## src/design/dce_defs.vh

```
/*
 Constants for the decrement/complement execution unit.
 Assumes a 14-bit instruction word and 8-bit file registers.
*/
`ifndef DCE_DEFS_VH
`define DCE_DEFS_VH

// Opcode field
`define DCE_OPC_MSB      13
`define DCE_OPC_LSB      8
`define DCE_OPC_DEC      6'h03
`define DCE_OPC_DECSKIP  6'h0B
`define DCE_OPC_COMP     6'h09
// Destination select bit and file address field
`define DCE_DEST_BIT     7
`define DCE_ADDR_MSB     6
`define DCE_ADDR_LSB     0
`define DCE_DEST_ACC     1'h0
// Quarter phases
`define DCE_Q1           2'h0
`define DCE_Q2           2'h1
`define DCE_Q3           2'h2
`define DCE_Q4           2'h3
// Reset values
`define DCE_ACC_RST      8'h00
`define DCE_ZERO_RST     1'h0
`define DCE_ADDR_RST     7'h00
`define DCE_DATA_RST     8'h00

`endif

```

## src/design/dce_exec.v

```verilog
/*
 Execution unit for decrement, decrement-and-skip and complement of a file
 register, stepped through four quarter phases per instruction cycle.
 Assumes the fetch logic holds instr steady over an instruction cycle and
 the register file returns file_rdata, for file_addr, during the quarter
 after the read strobe file_rd.
 Assumes a write on file_wr lands at the clock edge that ends the pulse, so
 the read of the next instruction already sees it.
 Assumes the fetch logic steps the program address by two when it sees
 pc_advance_two, and that the word it offers during skip_cycle is dropped.
*/
`timescale 1ns/1ps
`include "dce_defs.vh"

module dce_exec
(
    // Clock and reset
    input  wire        core_clk,
    input  wire        srst,
    // Instruction in
    input  wire [13:0] instr,
    // File register port
    output reg  [6:0]  file_addr,
    output wire        file_rd,
    input  wire [7:0]  file_rdata,
    output wire        file_wr,
    output reg  [7:0]  file_wdata,
    // Results and status
    output reg  [7:0]  acc,
    output reg         zero_flag,
    output wire [1:0]  quarter,
    output wire        cycle_end,
    output reg         skip_cycle,
    output wire        pc_advance_two,
    output reg         executing
);

    ////////////////////////////////////////////////////////////////////
    // Decoding
    localparam OP_NONE    = 2'h0;
    localparam OP_DEC     = 2'h1;
    localparam OP_DECSKIP = 2'h2;
    localparam OP_COMP    = 2'h3;

    function [1:0] decode_op;
        input [13:0] word;
        begin
            case (word[`DCE_OPC_MSB:`DCE_OPC_LSB])
                `DCE_OPC_DEC:     decode_op = OP_DEC;
                `DCE_OPC_DECSKIP: decode_op = OP_DECSKIP;
                `DCE_OPC_COMP:    decode_op = OP_COMP;
                default:          decode_op = OP_NONE;
            endcase
        end
    endfunction

    function is_zero;
        input [7:0] value;
        begin
            is_zero = (value == 8'h00);
        end
    endfunction

    ////////////////////////////////////////////////////////////////////
    // Quarter phase counter
    reg  [1:0] phase;
    reg  [1:0] op;
    reg        dest;
    reg  [7:0] result;
    reg        skip_pending;
    reg        wr_q;
    wire [7:0] next_result;

    assign quarter   = phase;
    assign cycle_end = (phase == `DCE_Q4);

    always @(posedge core_clk)
    begin
        if (srst)
            phase <= `DCE_Q1;
        else
            phase <= phase + 2'h1;
    end

    ////////////////////////////////////////////////////////////////////
    // Bitwise complement and borrow chain of the decrement
    wire [7:0] comp_value;
    wire [7:0] dec_value;
    wire [7:0] borrow;
    wire       take_skip;

    // A borrow reaches a bit only while every lower bit is zero
    assign borrow[0] = 1'b1;

    genvar bit_idx;
    generate
        for (bit_idx = 0; bit_idx < 8; bit_idx = bit_idx + 1)
        begin : g_alu_bit
            assign comp_value[bit_idx] = ~file_rdata[bit_idx];
            assign dec_value[bit_idx]  = file_rdata[bit_idx] ^ borrow[bit_idx];
            if (bit_idx < 7)
            begin : g_borrow
                assign borrow[bit_idx + 1] = borrow[bit_idx] & ~file_rdata[bit_idx];
            end
        end
    endgenerate

    ////////////////////////////////////////////////////////////////////
    // Datapath
    assign next_result    = (op == OP_COMP) ? comp_value : dec_value;
    assign file_rd        = executing && (phase == `DCE_Q2);
    assign file_wr        = wr_q;
    assign take_skip      = executing && (op == OP_DECSKIP) && is_zero(result);
    assign pc_advance_two = cycle_end && take_skip;

    always @(posedge core_clk)
    begin
        if (srst)
        begin
            op         <= OP_NONE;
            dest       <= `DCE_DEST_ACC;
            file_addr  <= `DCE_ADDR_RST;
            result     <= `DCE_DATA_RST;
            file_wdata <= `DCE_DATA_RST;
            acc        <= `DCE_ACC_RST;
            executing  <= 1'b0;
            wr_q       <= 1'b0;
        end
        else
        begin
            wr_q <= 1'b0;
            case (phase)
                `DCE_Q1:
                begin
                    // Decode, unless this cycle is the forced nop
                    if (skip_pending)
                    begin
                        op        <= OP_NONE;
                        executing <= 1'b0;
                    end
                    else
                    begin
                        op        <= decode_op(instr);
                        executing <= (decode_op(instr) != OP_NONE);
                        dest      <= instr[`DCE_DEST_BIT];
                        file_addr <= instr[`DCE_ADDR_MSB:`DCE_ADDR_LSB];
                    end
                end
                `DCE_Q2:
                begin
                    // Read issued combinationally this quarter
                end
                `DCE_Q3:
                begin
                    if (executing)
                        result <= next_result;
                end
                `DCE_Q4:
                begin
                    if (executing)
                    begin
                        if (dest == `DCE_DEST_ACC)
                            acc <= result;
                        else
                        begin
                            file_wdata <= result;
                            wr_q       <= 1'b1;
                        end
                    end
                end
                default:
                begin
                    wr_q <= 1'b0;
                end
            endcase
        end
    end

    ////////////////////////////////////////////////////////////////////
    // Zero flag; decrement-and-skip leaves it alone
    always @(posedge core_clk)
    begin
        if (srst)
            zero_flag <= `DCE_ZERO_RST;
        else if ((phase == `DCE_Q4) && executing && (op != OP_DECSKIP))
            zero_flag <= is_zero(result);
    end

    ////////////////////////////////////////////////////////////////////
    // Skip control; a zero decrement-and-skip turns the next cycle into a nop
    always @(posedge core_clk)
    begin
        if (srst)
        begin
            skip_pending <= 1'b0;
            skip_cycle   <= 1'b0;
        end
        else if (phase == `DCE_Q1)
        begin
            skip_cycle   <= skip_pending;
            skip_pending <= 1'b0;
        end
        else if ((phase == `DCE_Q4) && take_skip)
        begin
            skip_pending <= 1'b1;
        end
    end

endmodule

```

## config.mk

```make
export PLATFORM = sky130hd
export DESIGN_NAME = dce_exec
export DESIGN_NICKNAME = d
export VERILOG_FILES = /design/src/design/dce_exec.v
export VERILOG_INCLUDE_DIRS = /design/src /design/src/design
export SDC_FILE = /design/constraint.sdc
export NUM_CORES = 1
export LEC_CHECK = 0
export ABC_AREA = 1
export BUFFER_PORTS_ARGS = -buffer_cell sky130_fd_sc_hd__clkbuf_2
export CORE_ASPECT_RATIO = 0.9
export CORE_MARGIN = 5
export CORE_UTILIZATION = 30
export DETAILED_ROUTE_END_ITERATION = 6
export SYNTH_ARGS = -nofsm -noshare
export SYNTH_HDL_FRONTEND = slang
export SYNTH_SLANG_ARGS = --single-unit
```

## constraint.sdc

```tcl
create_clock -name core_clk -period 1.7 [get_ports core_clk]
set_clock_uncertainty 0.1 [all_clocks]
set_input_delay 0.255 -clock core_clk [delete_from_list [all_inputs] [get_ports core_clk]]
set_output_delay 0.255 -clock core_clk [all_outputs]
set_load 0.03 [all_outputs]
```

# Yosys cells after proc, flatten, opt, wreduce, memory -nomap -nowiden
# Index checks and enable logic that the tools add are counted.
[classes] n_addsub=1 reduce_logical=15 n_mux=8 n_eq_ne=9 bitwise=25
[ops] operator="$eq 6x4->1 const B" count=2
[ops] operator="$not 1->1" count=12
[ops] operator="$eq 2x2->1 const B" count=4
[ops] operator="$logic_not 8->1" count=1
[ops] operator="$mux 2" count=4
[ops] operator="$mux 8" count=1
[ops] operator="$xor 1x1->1" count=7
[ops] operator="$and 1x1->1" count=6
[ops] operator="$eq 6x2->1 const B" count=1
[ops] operator="$logic_and 1x1->1" count=6
[ops] operator="$pmux 2 s3" count=1
[ops] operator="$reduce_and 3->1" count=2
[ops] operator="$reduce_and 2->1" count=2
[ops] operator="$reduce_or 3->1" count=1
[ops] operator="$add 2x1->2 const B" count=1
[ops] operator="$eq 2x1->1 const B" count=1
[ops] operator="$logic_not 2->1" count=1
[ops] operator="$mux 1" count=2
[ops] operator="$ne 2x2->1 const B" count=1
[ops] operator="$reduce_bool 2->1" count=1
[ops] operator="$reduce_or 2->1" count=1
[totals] out_inout_bits=32 ff_bits=41

# Depth between registers and ports, before layout
[logic_depth] depth_word=9 ltp_mapped=11

# Worst setup path after synthesis
# Ideal clock, no wire load.
[synth_timing] path_kind="register to output" start="register phase[0], in the netlist quarter[0]" end="output port pc_advance_two" arrival_ns=1.517 required_time_ns=1.345 setup_slack_ns=-0.172 path_buffers=0 stages_incl_launch_ff=6 cell_sequence="dfxtp_1 -> ha_1 -> nand2_2 -> nor2_1 -> nand2_1 -> inv_1"
[synth_between] elab_chain_cells=2
[synth_lines] element="from (decl)" line_no="dce_exec.v:66" text="reg [1:0] phase;"
[synth_lines] element="from (signal assigned)" line_no="dce_exec.v:80" text="phase <= `DCE_Q1;"
[synth_lines] element="from (signal assigned)" line_no="dce_exec.v:82" text="phase <= phase + 2'h1;"
[synth_lines] element="$eq 2x2->1"
[synth_lines] element="named net cycle_end" line_no="dce_exec.v:32" text="output wire cycle_end,"
[synth_lines] element="$logic_and 1x1->1" line_no="dce_exec.v:114" text="assign pc_advance_two = cycle_end && take_skip;"
[synth_lines] element="to (decl)" line_no="dce_exec.v:34" text="output wire pc_advance_two,"
# The timed path passes the listed nets, and every way through them passes these cells.

# Worst setup path in the final report
[layout_timing] start="register phase[1], in the netlist quarter[1]" end="output port pc_advance_two"
[layout_between] elab_chain_cells=2
[layout_lines] element="$eq 2x2->1"
[layout_lines] element="$logic_and 1x1->1" line_no="dce_exec.v:114"
# Every way passes these cells.

==> impl_metrics.yaml <==
floorplanning:
  row_count: 26
  coreArea_mm2: 0.00569
  ios: 56
  fp.dieW_um: 90.7
  dieHeight_um: 82.6
  initial_core_util_pct: 30.9
  die_area_mm2: 0.00749
setup_path:
  crit_end: "pc_advance_two"
  cp.required_ps: 1340
  crit_path_end_kind: "output pin"
  arrival_ps: 1250
  r2r_start: "quarter[0]"
  crit_path_cell_trace: "ha_4, nand2_4, nor2_4, nand2_2, inv_1, clkbuf_8"
  cp-start-kind: "flip-flop"
  cp-startpoint: "quarter[1]"
  r2r-end: "result[1]"
  crit_type: "flip-flop to output pin"
  worstRegToRegCells: 9
  cp_max_fo: 4
  slowest_stage: "dfxtp_4"
  critPathMaxStageDelay_ps: 370
  ff2ff_setup_slack_ps: 170
synthesis:
  syn_avg_cell_area_um2: 7.35
  synth_edf_count: 0
  syn-num-nets: 273
  yosysSeqAreaShare_pct: 46.7
  netlist_instances: 239
  ys.warnings.count: 0
  synth_top_cell_by_area: "dfxtp_1"
  synth_top_family_by_area: "simple AND/OR/NAND/NOR gates"
  synth_compound_area_share_pct: 12.6
  async_flop_share_pct: 0
  synth_cell_type_count: 20
  ys.flop_type: "dfxtp_1"
  synth_top_area_share_pct: 46.7
  synth_fa_ha_area_share_pct: 7.12
  synth_area_leaders: "dfxtp_1, nor2_1, ha_1, o21ai_0, inv_1"
  ys_ff_latch: 41
  synth_mux_area_share_pct: 0
  synthSimpleGateAreaFrac_pct: 23.9
  synth_xor_area_share_pct: 0.499
  syn_area_mm2: 0.00176
sta:
  max_freq_mhz: 623
  period_minus_slack_ps: 1610
  setup_viol: 0
  layout_worst_path_cycle_share_pct: 94.5
  timing.final.ws_setup_ps: 93.9
  hold_violations: 0
  tightest_slew_ps: 505
  tns_ps: 0
  slew_violations: 0
  slew_headroom_pct: 66.3
outcome:
  status: "finished clean"
worst_hold_path:
  hp-class: "input port to flip-flop"
  holdPathStages: 3
grt:
  grt_pass1_wl_um: 7120
  overflow: 0
  antenna_found_initial: 0
  groute.usage.overall_pct: 11.6
  grt_pass1_vias: 1531
  grt_start_max_net_pins: 22
power:
  p_total_w: 0.00205
  power_leakage_nw: 1.22
  vdd_ir_drop_max_mv: 0.416
  power_density_mw_per_mm2: 865
placed_design:
  io_buffers: 55
  hpwl_um: 3230
  place_congestion: 0.791
  dpl_worst_slack_ps: -166
  placed_cell_area_mm2: 0.00221
clock_network:
  clkTransAtPathRegs_ps: 70
  clock_sinks: 41
  cts_tree: "done"
  cts-buffers-inserted: 5
  clk_latency_ps: 280
  cts_max_path_buffers: 2
  cts_max_level: 2
  hold_buffers: 0
  root_buffer: "clkbuf_8"
final_layout:
  layout-drive-gt1-share_pct: 30.0
  n_antenna_cell: 0
  postLayoutCellArea_mm2: 0.00237
  areaGrowthSynthToFinish_pct: 35.1
  final_nets: 336
detailed_routing:
  viasPerCell: 4.40
  first_iter_violations: 82
  drt_first_pass_iters: 4
  wl_per_cell_um: 11.3
  wl_um: 4220
  via_count: 1643
  drc: 0
  drtAntennaViolNets: 0
job:
  max_cap_viol_count: 0
-- registers in the layout (all words and copies together) (netlist names), 2 cells and up --
register and flops:
acc 8, file_addr 7, file_wdata 8, op 2, quarter 2, result 8
-- worst min-delay path by stage --
stage	startpoint	slack (ps)	to
final	instr[2]	110	file_addr[2]
after CTS	instr[2]	110	file_addr[2]
after global placement	skip_pending	340	skip_pending
after global routing	instr[3]	130	file_addr[3]
after floorplan	file_rdata[0]	240	result[0]
after detailed placement	skip_pending	350	skip_pending
-- critical path: cells and delay by family, from the launching register on --
family	cells	cell delay (ps)
adder cells (fa/ha/maj)	1	140
buffers and inverters	2	210
flip-flops	1	370
AND/OR/NAND/NOR	3	250
-- power by group --
| group | total (W) | internal [W] | switching [W] | leakage (nW) |
|---|---|---|---|---|
| clock network | 0.000792 | 0.000479 | 0.000313 | 0.0585 |
| registers | 0.00102 | 0.000990 | 0.0000267 | 0.335 |
| logic | 0.000246 | 0.0000893 | 0.000156 | 0.829 |
| total | 0.00205 | 0.00156 | 0.000496 | 1.22 |
-- layer usage --
metal	up-vias	track usage [%]	part of all wire, %	wire [um]
li1	877	-	-	-
met4	0	2.68	0.78	33
met5	-	0	0	0
met2	49	17.6	41	1740
met3	4	4.62	8.6	361
met1	713	15.5	49	2080
-- cell families (layout without fill, tap and decap cells) --
kind of cell	Yosys count	count (layout)
AO/OA/AOI/OAI	44	44
XOR/XNOR	1	1
adder cells (fa/ha/maj)	10	10
buffers and inverters	39	103
flip-flops	41	41
AND/OR/NAND/NOR	104	104
-- metrics by stage --
step                utilization, %  std cells  hold WS (ps)
CTS                           41.3        373           108
detailed placement            38.8        364           349
floorplan                        -        239           245
global route                  41.7        373           126
finish                        41.7        373           115
global placement              38.8        364           344
-- Yosys cell counts, types with 3 or more instances --
master / instances
a21oi_1: 10
buf_2: 3
dfxtp_1: 41
ha_1: 10
inv_1: 29
nand2_1: 24
nand3_1: 11
nor2_1: 65
o21ai_0: 24
o21ai_1: 9
-- placed cells by master (no fill, tap or decap), types with 7 or more instances in the layout --
cell type  netlist  layout
nand3_1         11      11
clkbuf_8         0       7
o21ai_1          9       9
nand2_1         24      23
a21oi_1         10      10
dfxtp_1         41      37
nor2_1          65      63
inv_1           29      28
clkbuf_2         0      54
o21ai_0         24      24
buf_4            0       7
-- timing repair --
action,4_1_cts,5_1_grt
buffers inserted,1,0
gates resized for setup,6,7
gates cloned,0,0
endpoints found under the setup margin,1,1
endpoints found under the hold margin,0,0
pin swaps,0,2
-- layout make-up --
| cell class | instances | area (um2) |
|---|---|---|
| tap | 70 | 87.6 |
| timing repair buffer | 62 | 337 |
| clock buffer | 7 | 86.3 |
| clock inverter | 1 | 30.0 |
| inverter | 33 | 128 |
| sequential | 41 | 831 |
| fill | 598 | 3320 |
| multi-input combinational | 159 | 875 |
(Power assumes the default switching activity.)
